File: src/hw/power_mode_pkg.sv
// power mode controller package: modes, registers, interrupt sources
// assumes a 32-bit axi4-lite master and a 50 mhz aclk
package power_mode_pkg;

  typedef enum logic [2:0] {
    mode_active,
    mode_sleep,
    mode_standby,
    mode_watch,
    mode_subactive,
    mode_settle
  } mode_t;

  // interrupt source indices
  localparam int unsigned SRC_EXT0     = 0;
  localparam int unsigned SRC_EXT1     = 1;
  localparam int unsigned SRC_EXT4     = 2;
  localparam int unsigned SRC_EXT5     = 3;
  localparam int unsigned SRC_KEYSCAN  = 4;
  localparam int unsigned SRC_TIMER_A  = 5;
  localparam int unsigned SRC_TIMER_B  = 6;
  localparam int unsigned SRC_TIMER_C  = 7;
  localparam int unsigned SRC_TIMER_D  = 8;
  localparam int unsigned SRC_TIMER_E  = 9;
  localparam int unsigned SRC_DIRECT   = 10;
  localparam int unsigned SRC_SERIAL1  = 11;
  localparam int unsigned SRC_SERIAL2  = 12;
  localparam int unsigned SRC_ADC      = 13;
  localparam int unsigned NUM_SRC      = 14;

  // validity of each source per mode (bit = source index)
  localparam logic [13:0] VALID_ACTIVE    = 14'h3bff;
  localparam logic [13:0] VALID_SLEEP     = 14'h0023;
  localparam logic [13:0] VALID_STANDBY   = 14'h0003;
  localparam logic [13:0] VALID_WATCH     = 14'h0021;
  localparam logic [13:0] VALID_SUBACTIVE = 14'h0421;

  // register byte offsets
  localparam logic [7:0] ADDR_SYS_CTRL_ONE = 8'h00;
  localparam logic [7:0] ADDR_SYS_CTRL_TWO = 8'h04;
  localparam logic [7:0] ADDR_TIMER_A_MODE = 8'h08;
  localparam logic [7:0] ADDR_INT_ENABLE   = 8'h0c;
  localparam logic [7:0] ADDR_INT_REQUEST  = 8'h10;
  localparam logic [7:0] ADDR_MODE_STATUS  = 8'h14;

  // field positions
  localparam int unsigned STANDBY_SELECT_POS = 7;
  localparam int unsigned LOW_SPEED_ON_POS   = 3;
  localparam int unsigned SETTLE_SEL_LSB     = 4;
  localparam int unsigned DIRECT_XFER_POS    = 0;
  localparam int unsigned TIMEBASE_SEL_POS   = 3;

  // reset values
  localparam logic [7:0]  SYS_CTRL_ONE_RST = 8'h00;
  localparam logic [7:0]  SYS_CTRL_TWO_RST = 8'h00;
  localparam logic [7:0]  TIMER_A_MODE_RST = 8'h00;
  localparam logic [13:0] INT_ENABLE_RST   = 14'h0000;

  // settling wait per select code, in cycles of aclk
  localparam int unsigned SETTLE_BASE_CYCLES = 8;

  localparam logic [1:0] RESP_OKAY   = 2'b00;
  localparam logic [1:0] RESP_SLVERR = 2'b10;

  typedef struct packed {
    logic clock_stop;
    logic cpu_halt;
    logic cpu_on_subclock;
    logic periph_halt;
    logic timer_a_run;
    logic output_reset;
    logic ports_hiz;
    logic hv_pmos_off;
  } gate_t;

  typedef struct packed {
    logic [7:0]  condition_code_register;
    logic [15:0] addr;
  } stack_t;

endpackage : power_mode_pkg

File: src/hw/power_mode_controller.sv
// power mode controller: mode sequencing, wake gating, stack word helpers
// assumes sleep_exec is a one-cycle pulse from the cpu core and that the
// cpu keeps the stack pointer even; software clears request flags by bus
//
// Design decisions made here: the register offsets and register access over AXI4-Lite.
`timescale 1ns/1ps

// What this block does
// - sleep with standby bit clear enters sleep
// - standby bit set, timebase clear: standby
// - standby bit set, timebase set: watch
// - watch wake with low speed: subactive
// - sleep keeps clocks, ext zero/one, timer a
// - exception needs mask clear and enable set
// - mode returns before exception handling starts
// - direct transfer: watch, flag, then active
// - invalid interrupts set no flag, no transition
// - timer a runs in active (not during reset or the cycle after) and sleep; in watch and subactive only if timebase selected
// - low power modes reset display, pwm outputs
// - active mode runs cpu on system clock
// - word access forces address bit zero low
// - stacked condition code in both bytes
// - restore condition code from even byte
// - sleep left on enabled ext/timer a interrupt
// - standby wake waits selected settling time
// - watch wake: active after settle or subactive
// - subactive sleep without direct bit: watch
module power_mode_controller
  import power_mode_pkg::*;
#(
  parameter int unsigned SETTLE_UNIT = SETTLE_BASE_CYCLES
)(
  input  wire  logic          aclk,
  input  wire  logic          aresetn,
  input  wire  logic [31:0]   s_axi_awaddr,
  input  wire  logic          s_axi_awvalid,
  output logic                s_axi_awready,
  input  wire  logic [31:0]   s_axi_wdata,
  input  wire  logic [3:0]    s_axi_wstrb,
  input  wire  logic          s_axi_wvalid,
  output logic                s_axi_wready,
  output logic [1:0]          s_axi_bresp,
  output logic                s_axi_bvalid,
  input  wire  logic          s_axi_bready,
  input  wire  logic [31:0]   s_axi_araddr,
  input  wire  logic          s_axi_arvalid,
  output logic                s_axi_arready,
  output logic [31:0]         s_axi_rdata,
  output logic [1:0]          s_axi_rresp,
  output logic                s_axi_rvalid,
  input  wire  logic          s_axi_rready,
  input  wire  logic          sleep_exec,
  input  wire  logic          interrupt_mask,
  input  wire  logic [13:0]   irq_event,
  input  wire  logic          subclock_tick,
  input  wire  logic          word_access,
  input  wire  logic [15:0]   cpu_addr,
  input  wire  logic [7:0]    ccr_in,
  input  wire  logic [15:0]   stacked_word,
  output logic [15:0]         mem_addr,
  output logic [15:0]         ccr_push_word,
  output logic [7:0]          ccr_restore,
  output logic                exception_req,
  output logic [3:0]          exception_src,
  output gate_t               gate,
  output mode_t               mode_out
);

  mode_t       mode_q, mode_d, target_q, target_d;
  logic [7:0]  ctrl1_q, ctrl1_d, ctrl2_q, ctrl2_d, tma_q, tma_d;
  logic [13:0] ien_q, ien_d, irr_q, irr_d;
  logic [11:0] settle_q, settle_d;
  logic        dt_pend_q, dt_pend_d;
  logic        awr_q, awr_d, wr_q, wr_d, bv_q, bv_d, arr_q, arr_d, rv_q, rv_d;
  logic [31:0] awaddr_q, awaddr_d, wdata_q, wdata_d, rdata_q, rdata_d;
  logic [3:0]  wstrb_q, wstrb_d;
  logic [1:0]  bresp_q, bresp_d, rresp_q, rresp_d;
  logic        exc_q, exc_d;
  logic [3:0]  src_q, src_d;
  gate_t       gate_q, gate_d;
  logic [15:0] maddr_q, maddr_d, push_q, push_d;
  logic [7:0]  ccrr_q, ccrr_d;

  logic        have_aw, have_w, do_write;
  logic [13:0] valid_mask, pending, clear_bits;
  logic        standby_select_bit, low_speed_on_bit, tbsel, direct_transfer_on_bit;
  logic [2:0]  sts;

  assign standby_select_bit  = ctrl1_q[STANDBY_SELECT_POS];
  assign low_speed_on_bit  = ctrl1_q[LOW_SPEED_ON_POS];
  assign sts   = ctrl1_q[SETTLE_SEL_LSB +: 3];
  assign direct_transfer_on_bit  = ctrl2_q[DIRECT_XFER_POS];
  assign tbsel = tma_q[TIMEBASE_SEL_POS];

  always_comb
  begin
    case (mode_q)
      mode_sleep:     valid_mask = VALID_SLEEP;
      mode_standby:   valid_mask = VALID_STANDBY;
      mode_watch:     valid_mask = VALID_WATCH;
      mode_subactive: valid_mask = VALID_SUBACTIVE;
      mode_settle:    valid_mask = 14'h0000;
      default:        valid_mask = VALID_ACTIVE;
    endcase
  end

  // axi4-lite write/read channels
  assign have_aw  = awr_q == 1'b0;
  assign have_w   = wr_q == 1'b0;
  always_comb
  begin
    awr_d    = awr_q;
    wr_d     = wr_q;
    bv_d     = bv_q;
    bresp_d  = bresp_q;
    awaddr_d = awaddr_q;
    wdata_d  = wdata_q;
    wstrb_d  = wstrb_q;
    do_write = 1'b0;
    if (s_axi_awvalid && awr_q)
    begin
      awaddr_d = s_axi_awaddr;
      awr_d    = 1'b0;
    end
    if (s_axi_wvalid && wr_q)
    begin
      wdata_d = s_axi_wdata;
      wstrb_d = s_axi_wstrb;
      wr_d    = 1'b0;
    end
    if (have_aw && have_w && !bv_q)
    begin
      do_write = 1'b1;
      bv_d     = 1'b1;
      if (awaddr_q[7:0] <= ADDR_INT_REQUEST && awaddr_q[31:8] == 24'h0)
        bresp_d = RESP_OKAY;
      else
        bresp_d = RESP_SLVERR;
    end
    if (bv_q && s_axi_bready)
    begin
      bv_d  = 1'b0;
      awr_d = 1'b1;
      wr_d  = 1'b1;
    end
  end

  always_comb
  begin
    arr_d   = arr_q;
    rv_d    = rv_q;
    rdata_d = rdata_q;
    rresp_d = rresp_q;
    if (s_axi_arvalid && arr_q)
    begin
      arr_d   = 1'b0;
      rv_d    = 1'b1;
      rresp_d = RESP_OKAY;
      rdata_d = 32'h0000_0000;
      if (s_axi_araddr[31:8] != 24'h0)
        rresp_d = RESP_SLVERR;
      else if (s_axi_araddr[7:0] == ADDR_SYS_CTRL_ONE)
        rdata_d = {24'h0, ctrl1_q};
      else if (s_axi_araddr[7:0] == ADDR_SYS_CTRL_TWO)
        rdata_d = {24'h0, ctrl2_q};
      else if (s_axi_araddr[7:0] == ADDR_TIMER_A_MODE)
        rdata_d = {24'h0, tma_q};
      else if (s_axi_araddr[7:0] == ADDR_INT_ENABLE)
        rdata_d = {18'h0, ien_q};
      else if (s_axi_araddr[7:0] == ADDR_INT_REQUEST)
        rdata_d = {18'h0, irr_q};
      else if (s_axi_araddr[7:0] == ADDR_MODE_STATUS)
        rdata_d = {29'h0, mode_q};
      else
        rresp_d = RESP_SLVERR;
    end
    if (rv_q && s_axi_rready)
    begin
      rv_d  = 1'b0;
      arr_d = 1'b1;
    end
  end

  // registers, mode sequencing and wake gating
  always_comb
  begin
    ctrl1_d    = ctrl1_q;
    ctrl2_d    = ctrl2_q;
    tma_d      = tma_q;
    ien_d      = ien_q;
    clear_bits = 14'h0000;
    if (do_write && wstrb_q[0])
    begin
      if (awaddr_q[7:0] == ADDR_SYS_CTRL_ONE)
        ctrl1_d = wdata_q[7:0];
      else if (awaddr_q[7:0] == ADDR_SYS_CTRL_TWO)
        ctrl2_d = wdata_q[7:0];
      else if (awaddr_q[7:0] == ADDR_TIMER_A_MODE)
        tma_d = wdata_q[7:0];
      else if (awaddr_q[7:0] == ADDR_INT_ENABLE)
        ien_d[7:0] = wdata_q[7:0];
      else if (awaddr_q[7:0] == ADDR_INT_REQUEST)
        clear_bits[7:0] = ~wdata_q[7:0];
    end
    if (do_write && wstrb_q[1])
    begin
      if (awaddr_q[7:0] == ADDR_INT_ENABLE)
        ien_d[13:8] = wdata_q[13:8];
      else if (awaddr_q[7:0] == ADDR_INT_REQUEST)
        clear_bits[13:8] = ~wdata_q[13:8];
    end
    // flags clear by writing zero; a new event wins over the clear
    irr_d = (irr_q & ~clear_bits) | (irq_event & valid_mask);
    dt_pend_d = dt_pend_q;
    if (dt_pend_q && subclock_tick)
    begin
      irr_d[SRC_DIRECT] = 1'b1;
      dt_pend_d = 1'b0;
    end
    pending = irr_q & ien_q & valid_mask;
    // direct flag is raised by the hand-over itself, so it must wake watch
    // and still be taken as an exception once active
    if (mode_q == mode_watch || mode_q == mode_active)
      pending[SRC_DIRECT] = irr_q[SRC_DIRECT] & ien_q[SRC_DIRECT];
    mode_d   = mode_q;
    target_d = target_q;
    settle_d = settle_q;
    exc_d    = 1'b0;
    src_d    = src_q;
    case (mode_q)
      mode_active, mode_subactive:
      begin
        if (!interrupt_mask && pending != 14'h0000)
        begin
          exc_d = 1'b1;
          for (int i = NUM_SRC - 1; i >= 0; i--)
            if (pending[i])
              src_d = 4'(i);
        end
        if (sleep_exec && mode_q == mode_active)
        begin
          if (!standby_select_bit)
            mode_d = mode_sleep;
          else if (!tbsel)
            mode_d = mode_standby;
          else
            mode_d = mode_watch;
        end
        else if (sleep_exec)
        begin
          mode_d = mode_watch;
          if (direct_transfer_on_bit && !low_speed_on_bit)
            dt_pend_d = 1'b1;
        end
      end
      mode_sleep:
        if (!interrupt_mask && pending != 14'h0000)
          mode_d = mode_active;
      mode_standby, mode_watch:
        if (!interrupt_mask && pending != 14'h0000)
        begin
          if (mode_q == mode_watch && low_speed_on_bit && !pending[SRC_DIRECT])
            mode_d = mode_subactive;
          else
          begin
            mode_d   = mode_settle;
            target_d = mode_active;
            settle_d = 12'((32'(sts) + 32'd1) * SETTLE_UNIT);
          end
        end
      default:
        if (settle_q <= 12'd1)
          mode_d = target_q;
        else
          settle_d = settle_q - 12'd1;
    endcase
    // gating outputs per mode
    gate_d = '0;
    case (mode_d)
      mode_active: gate_d.timer_a_run = 1'b1;
      mode_sleep:
      begin
        gate_d.cpu_halt     = 1'b1;
        gate_d.periph_halt  = 1'b1;
        gate_d.timer_a_run  = 1'b1;
        gate_d.output_reset = 1'b1;
      end
      mode_subactive:
      begin
        gate_d.clock_stop      = 1'b1;
        gate_d.cpu_on_subclock = 1'b1;
        gate_d.periph_halt     = 1'b1;
        gate_d.timer_a_run     = tbsel;
        gate_d.output_reset    = 1'b1;
        gate_d.ports_hiz       = 1'b1;
        gate_d.hv_pmos_off     = 1'b1;
      end
      default:
      begin
        gate_d.clock_stop   = 1'b1;
        gate_d.cpu_halt     = 1'b1;
        gate_d.periph_halt  = 1'b1;
        gate_d.timer_a_run  = (mode_d == mode_watch) && tbsel;
        gate_d.output_reset = 1'b1;
        gate_d.ports_hiz    = 1'b1;
        gate_d.hv_pmos_off  = 1'b1;
      end
    endcase
    // stack word helpers; software keeps the pointer even anyway
    maddr_d = word_access ? {cpu_addr[15:1], 1'b0} : cpu_addr;
    push_d  = {ccr_in, ccr_in};
    ccrr_d  = stacked_word[15:8];
  end

  always_ff @(posedge aclk)
  begin
    if (!aresetn)
    begin
      mode_q    <= mode_active;
      target_q  <= mode_active;
      ctrl1_q   <= SYS_CTRL_ONE_RST;
      ctrl2_q   <= SYS_CTRL_TWO_RST;
      tma_q     <= TIMER_A_MODE_RST;
      ien_q     <= INT_ENABLE_RST;
      irr_q     <= 14'h0000;
      settle_q  <= 12'h000;
      dt_pend_q <= 1'b0;
      awr_q     <= 1'b1;
      wr_q      <= 1'b1;
      bv_q      <= 1'b0;
      arr_q     <= 1'b1;
      rv_q      <= 1'b0;
      awaddr_q  <= 32'h0000_0000;
      wdata_q   <= 32'h0000_0000;
      rdata_q   <= 32'h0000_0000;
      wstrb_q   <= 4'h0;
      bresp_q   <= RESP_OKAY;
      rresp_q   <= RESP_OKAY;
      exc_q     <= 1'b0;
      src_q     <= 4'h0;
      gate_q    <= '0;
      maddr_q   <= 16'h0000;
      push_q    <= 16'h0000;
      ccrr_q    <= 8'h00;
    end
    else
    begin
      mode_q    <= mode_d;
      target_q  <= target_d;
      ctrl1_q   <= ctrl1_d;
      ctrl2_q   <= ctrl2_d;
      tma_q     <= tma_d;
      ien_q     <= ien_d;
      irr_q     <= irr_d;
      settle_q  <= settle_d;
      dt_pend_q <= dt_pend_d;
      awr_q     <= awr_d;
      wr_q      <= wr_d;
      bv_q      <= bv_d;
      arr_q     <= arr_d;
      rv_q      <= rv_d;
      awaddr_q  <= awaddr_d;
      wdata_q   <= wdata_d;
      rdata_q   <= rdata_d;
      wstrb_q   <= wstrb_d;
      bresp_q   <= bresp_d;
      rresp_q   <= rresp_d;
      exc_q     <= exc_d;
      src_q     <= src_d;
      gate_q    <= gate_d;
      maddr_q   <= maddr_d;
      push_q    <= push_d;
      ccrr_q    <= ccrr_d;
    end
  end

  assign s_axi_awready = awr_q;
  assign s_axi_wready  = wr_q;
  assign s_axi_bvalid  = bv_q;
  assign s_axi_bresp   = bresp_q;
  assign s_axi_arready = arr_q;
  assign s_axi_rvalid  = rv_q;
  assign s_axi_rdata   = rdata_q;
  assign s_axi_rresp   = rresp_q;
  assign exception_req = exc_q;
  assign exception_src = src_q;
  assign gate          = gate_q;
  assign mode_out      = mode_q;
  assign mem_addr      = maddr_q;
  assign ccr_push_word = push_q;
  assign ccr_restore   = ccrr_q;

endmodule : power_mode_controller

File: config.mk
export PLATFORM = sky130hd
export DESIGN_NAME = power_mode_controller
export DESIGN_NICKNAME = d
export VERILOG_FILES = /design/src/hw/power_mode_pkg.sv /design/src/hw/power_mode_controller.sv
export SDC_FILE = /design/constraint.sdc
export NUM_CORES = 1
export LEC_CHECK = 0
export BUFFER_PORTS_ARGS = -buffer_cell sky130_fd_sc_hd__buf_2
export CAP_MARGIN = 20
export CORE_ASPECT_RATIO = 1.4
export CORE_MARGIN = 5
export CORE_UTILIZATION = 50
export DETAILED_ROUTE_END_ITERATION = 8
export PLACE_DENSITY_LB_ADDON = 0.12
export SLEW_MARGIN = 15
export SYNTH_ARGS = -nofsm -noshare
export SYNTH_HDL_FRONTEND = slang
export SYNTH_SLANG_ARGS = --single-unit
File: constraint.sdc
create_clock -name aclk -period 2.6 [get_ports aclk]
set_input_delay 0.26 -clock aclk [delete_from_list [all_inputs] [get_ports aclk]]
set_output_delay 0.26 -clock aclk [all_outputs]
set_load 0.02 [all_outputs]
Yosys cells after proc, flatten, opt, wreduce, memory -nomap -nowiden --
Index checks and enable logic that the tools add are counted.
Operators by class: $add $sub $neg 2, magnitude comparators 2, eq/ne operators 20, multiplexer cells 67, bitwise gates (word level) 16, reduce and logical (&&, ||, !) cells 45
Operators with widths (count):
- $mux W14 | 6
- $pmux W14 S5 | 1
- $and A14 B14 Y14 | 4
- $mux W4 | 14
- $mux W8 | 6
- $mux W12 | 3
- $eq A8 B4 Y1 const B | 4
- $eq A8 B5 Y1 const B | 3
- $logic_not A24 Y1 | 1
- $pmux W12 S2 | 1
- $reduce_bool A24 Y1 | 1
- $mux W2 | 10
- $mux W3 | 6
- $mux W6 | 3
- $logic_and A1 B1 Y1 | 17
- $eq A8 B3 Y1 const B | 2
- $logic_not A8 Y1 | 2
- $mux W1 | 15
- $not A14 Y14 | 1
- $or A14 B14 Y14 | 1
- $reduce_bool A14 Y1 | 1
- $reduce_or A2 Y1 | 7
- $le A12 B1 Y1 const B | 1
- $sub A12 B1 Y12 const B | 1
- 21 further kinds | 41
Word-level totals: register bits after elaboration 209, input port bits 165, output and inout bits 97, logic and storage cells 185

Logic depth before layout (Yosys ltp) --
word-level depth 17, gate-level depth with buffers 8, gate-level depth less buffers 8

Least setup slack after synthesis --
Ideal clock, no wire load.
path kind flip-flop to flip-flop, start register mode_q[1], in the netlist mode_out[1], end register src_q[2], in the netlist exception_src[2], setup time 67 ps, arrival 2045 ps, required time 2533 ps, slack 488 ps, cell stages (with the launch flop) 9, buffers on the path 2, period minus slack after synthesis 2112 ps, cell sequence dfxtp_1 -> buf_6 -> or3_4 -> a22oi_4 -> nor4_2 -> a211o_1 -> buf_6 -> a2111o_1 -> a21oi_2
On the way: cells in the longest elaborated chain, start to end 16, elaborated cells on any way between the ends 27, classes of those cells eq/ne (5); mux (15); bitwise (1); reduce/logical (6)
RTL lines:
- from (decl) | RTL line power_mode_controller.sv:69 | mode_t mode_q, mode_d, target_q, target_d;
- from (signal assigned) | RTL line power_mode_controller.sv:319 | mode_q <= mode_active;
- from (signal assigned) | RTL line power_mode_controller.sv:348 | mode_q <= mode_d;
- $eq A3 B3 Y1 (tied with other cells) | RTL line power_mode_controller.sv:97 | case (mode_q)
- $pmux W14 S5 | RTL line power_mode_controller.sv:97
- $and A14 B14 Y14 | RTL line power_mode_controller.sv:220 | pending = irr_q & ien_q & valid_mask;
- $mux W4 (13 in series) | RTL line power_mode_controller.sv:237 | if (pending[i])
- to (signal assigned) | RTL line power_mode_controller.sv:369 | src_q <= src_d;
- to (decl) | RTL line power_mode_controller.sv:79 | logic [3:0] src_q, src_d;
Several ways; a longest one is shown, not always the timed one. A chain may end at the register's enable or synchronous reset.

Worst setup path after layout --
Ends and elaborated chain as after synthesis.

==> results <==
- The max-slew violation count is 0.
- The synthesized netlist devotes 23.31% of its cell area to simple gates.
- The clock skew after layout is approximately 0.0095 ns.
- Once the floorplan was initialized, standard cells occupied approximately 51% of the core.
- The number of standard-cell rows in the floorplan is 53.
- The area added between synthesis and finish is 22.75%.
- Global routing used between 20% and 30% of the available tracks across all layers.
- In this run the register-to-register setup slack is 0.29 ns.
- The final HPWL from detailed placement is 14,930 um.
- Summed over its instances, the top area cell type makes up 47.28% of the synthesized netlist area.
- The antenna diode instance count is 0.
- The complex-gate fraction of the synthesized area is around 15%.
- The number of maximum-capacitance violations is 0.
- The total overflow left after global routing is 0.
- The origin of the worst setup path is mode_out[1].
- Detailed routing inserted a total of 6,783 vias.
- The starting DRC count in detailed routing is 368.
- Walking the worst path, the cells encountered are nand3b_1 > o2111a_1 > nor4_2 > a211o_1 > a2111o_1 > a21oi_2.
- The final hold slack is 0.03488 ns.
- By area the synthesized netlist is led by sky130_fd_sc_hd__dfxtp_1 47%, sky130_fd_sc_hd__nand2_1 7.9%, sky130_fd_sc_hd__a21oi_1 5.9%.
- For the worst flop-to-flop path, the logic depth is 6.
- The via count of the first global-routing pass is 6,443.
- The number of distinct library cell variants in the gate-level netlist after synthesis is 65.
- The leakage component of the power is about 4.1 nW.
- After filler insertion, the fill cell instance count of the layout stands at between 1,000 and 1,500.
- The clock slew seen by the registers of the worst setup and hold paths is 0.07 ns.
- The run finished with clean final reports.
- The first TritonRoute pass finished after 5 iterations.
- The clock buffer count from CTS is 17.
- The critical path is of the reg2reg type.
- The count of input and output buffers is between 200 and 250.
- The cell at the slowest stage of the critical path is sky130_fd_sc_hd__dfxtp_1.
- Timing would allow up to roughly 0.43 GHz.
- The floorplan step defined a die boundary enclosing 17,750 um^2.
- Clock tree synthesis found a total of roughly 180 sinks.
- The final total negative setup slack is 0 ns.
- Entering global routing, the biggest net connects 65 pins.
- The Yosys warning count is 0.
- The worst path needs 2.309 ns of the cycle, external delays included.
- The die is 114.1 um wide.
- In the final routed layout, each cell accounts on average for 15.41 um.
- Once layout is done, the placed cells without fillers occupy just over 9000 um^2.
- The reg-to-reg startpoint is mode_out[1].
- The post-synthesis register bit count is about 180.
- The total setup buffers inserted after CTS is 0.
- The sequential-to-total area share from yosys stat is 47.28%.
- Dividing the synthesized area by the synthesized cell count gives 8.525 um^2.
- In this run the critical register-to-register path is captured at exception_src[2].
- Clock latency on the worst-skew pair, taken at its later pin, is 0.43 ns.
- After synthesis the cells add up to 7579 um^2.
- The routed wire length is between 15,000 and 20,000 um.
- The root buffer cell is sky130_fd_sc_hd__clkbuf_16.
- The class of the tightest hold or removal check is in2reg.
- The worst setup path endpoint is exception_src[2].
- The worst-case headroom to the max-slew limit is about three fifths.
- The first-pass GRT wire length is slightly above 30,000 um.
- The post-route netlist has 25.96% of its cells at a drive strength greater than 1.
- Of the total synthesized cell area, the portion taken by full adders, half adders and majority gates is 0.4953%.
- The startpoint type of the worst setup path is a register.
- The global placer's final weighted congestion is between 0.8 and 0.9.
- The count of unresolved DRC violations after routing is 0.
- The total setup violations reported at the end of the flow is 0.
- Along the worst path, the maximum fanout reaches 13.
- The maximum single-stage delay on the critical path is 0.58 ns.
- Setup repair after global routing left no endpoint under its margin.
- Using the TritonRoute via totals, the vias-per-cell ratio works out to ~5.3.
- Total power for the finished layout comes to 0.006007 W.
- The portion of netlist area occupied by mux cells is 6.323%.
- 262 I/O pins were placed.
- The number of stages on the worst hold path is 2.
- IR analysis of the VDD net gives a maximum drop of 0.3635 mV.
- The cell count after synthesis came out at 889.
- The count of flip-flops with a built-in enable after synthesis is 0.
- The number of nets at the end of the flow is 1,253.
- The worst setup path is captured at a register.
- The core region is 14,990 um^2.
- The TritonCTS clock tree is yes.
- The synthesized design spends more area on one cell type than any other, namely sky130_fd_sc_hd__dfxtp_1.
- In the synthesized netlist the dominant register cell turns out to be sky130_fd_sc_hd__dfxtp_1.
- Of the available clock period, the critical path in the final layout requires 88.82%.
- For this design the ratio of total power to cell area is 645.7 nW/um^2.
- Of the total synthesized cell area, the portion taken by XOR and XNOR cells is 0.8090%.
- The post-route antenna net violation count is 0.
- The initial antenna violation count is 0.
- The number of hold violations in the final report is 0.
- The placed instances occupy a cell area of 8702 um^2.
- The endpoint required time on the critical path is approximately 3.0 ns.
- The most numerous cell in the Yosys netlist is sky130_fd_sc_hd__dfxtp_1.
- STA puts the critical path data arrival time at between 2 and 3 ns.
- The chip height is 155.7 um.
- At the pin with the least slew margin, the transition time is slightly above 0.6 ns.
- After synthesis, the share of flip-flops with an asynchronous set or reset is 0%.
- The level count of the clock H-tree is 4.
- In the synthesized netlist, the cells that appear most often are 179 x sky130_fd_sc_hd__dfxtp_1, 159 x sky130_fd_sc_hd__nand2_1, 89 x sky130_fd_sc_hd__a21oi_1.
- The main combinational cell family by area after synthesis is simple AND/OR/NAND/NOR gates.
- Gates resized during post-CTS repair numbered 0.
- The maximum clock insertion buffer count is 2.
## critical path: cells and delay by family, from the launching register on
family	cells	cell delay, ns
AND/OR/NAND/NOR	2	0.38
AO/OA/AOI/OAI	4	1.28
flip-flops	1	0.58
## repair_timing
item	4_1_cts	5_1_grt
endpoints found under the hold margin	1	0
hold buffers	1	0
endpoints found under the setup margin	0	0
## metrics by stage
step / setup slack, ns / instances / util (%)
after floorplan: 0.4878 / 908 / -
after global placement: 0.3447 / 1257 / 58.06
after detailed placement: 0.3390 / 1257 / 58.06
after CTS: 0.3080 / 1290 / 62.07
after global routing: 0.1087 / 1290 / 62.07
final: 0.2906 / 1290 / 62.07
## registers in the layout, summed over array words and instances, names as in the netlist, 2 cells and up
signal / count
mode_out: 3
irr_q: 14
ccr_push_word: 8
ccr_restore: 8
wstrb_q: 2
ctrl2_q: 8
tma_q: 8
wdata_q: 14
ctrl1_q: 8
settle_q: 12
mem_addr: 16
awaddr_q: 32
gate: 5
ien_q: 14
exception_src: 4
s_axi_rdata: 14
## layout make-up
class	instances	area [um^2]	share of cell area (%)
flip-flops and latches	179	3583	38.52
multi-input cells	633	3565	38.32
repair buffers	236	1254	13.48
clock buffers	17	425.4	4.573
well taps	192	240.2	2.582
clock inverters	15	165.2	1.775
inverters	18	70.07	0.7532
## cells in the final DEF (no fill, tap or decap), types with 3 or more instances in the layout
master,netlist,routed
sky130_fd_sc_hd__nor3b_1,3,3
sky130_fd_sc_hd__a31oi_1,5,5
sky130_fd_sc_hd__buf_4,33,21
sky130_fd_sc_hd__o221ai_1,5,5
sky130_fd_sc_hd__conb_1,1,20
sky130_fd_sc_hd__nand3_1,15,15
sky130_fd_sc_hd__nor4_1,17,17
sky130_fd_sc_hd__buf_2,2,213
sky130_fd_sc_hd__inv_8,0,4
sky130_fd_sc_hd__nor3_1,12,12
sky130_fd_sc_hd__nor2b_1,14,14
sky130_fd_sc_hd__inv_6,0,3
sky130_fd_sc_hd__mux2i_1,40,40
sky130_fd_sc_hd__nand4_1,5,5
sky130_fd_sc_hd__nand2_1,159,159
sky130_fd_sc_hd__dfxtp_1,179,179
sky130_fd_sc_hd__clkbuf_16,0,17
sky130_fd_sc_hd__clkinvlp_4,0,4
sky130_fd_sc_hd__xnor2_1,6,6
sky130_fd_sc_hd__o22ai_1,4,4
sky130_fd_sc_hd__a21oi_1,89,89
sky130_fd_sc_hd__nand4b_1,5,5
sky130_fd_sc_hd__a22oi_1,12,12
sky130_fd_sc_hd__and2_1,40,40
sky130_fd_sc_hd__or2_2,3,3
sky130_fd_sc_hd__inv_1,18,17
sky130_fd_sc_hd__ha_1,3,3
sky130_fd_sc_hd__o21ai_0,37,37
sky130_fd_sc_hd__nand3b_1,4,4
sky130_fd_sc_hd__nor2_1,79,79
sky130_fd_sc_hd__nand2b_1,6,6
sky130_fd_sc_hd__mux4_2,3,3
sky130_fd_sc_hd__o41ai_1,3,3
## per-layer routing
layer / vias up / share of wire (%) / global-route usage (%)
met2: 217 / 52 / 39.28
met5: - / 0 / 0
met4: 0 / 1.8 / 6.282
met1: 3125 / 39 / 23.80
met3: 30 / 6.8 / 6.752
li1: 3411 / - / -
## power by group
part           leakage (nW)  internal, W  switching, W
clock                 0.277      0.00136       0.00117
combinational          2.33     0.000219      0.000343
sequential             1.46      0.00284     0.0000734
## worst min path at each step
stage | to | start | slack, ns
2_1_floorplan | mem_addr[0] | word_access | 0.34
5_1_grt | mem_addr[3] | cpu_addr[3] | 0.02
3_3_place_gp | mem_addr[0] | word_access | 0.42
3_5_place_dp | mem_addr[0] | word_access | 0.42
6_report | mem_addr[3] | cpu_addr[3] | 0.03
4_1_cts | mem_addr[3] | cpu_addr[3] | 0.02
## cells by family after synthesis
group,count (synthesis)
other,1
XOR/XNOR,7
adder cells (fa/ha/maj),3
flip-flops,179
buffers and inverters,96
multiplexers,44
AND/OR/NAND/NOR,373
AO/OA/AOI/OAI,186
Note: power is estimated with default switching activity, not from simulation.
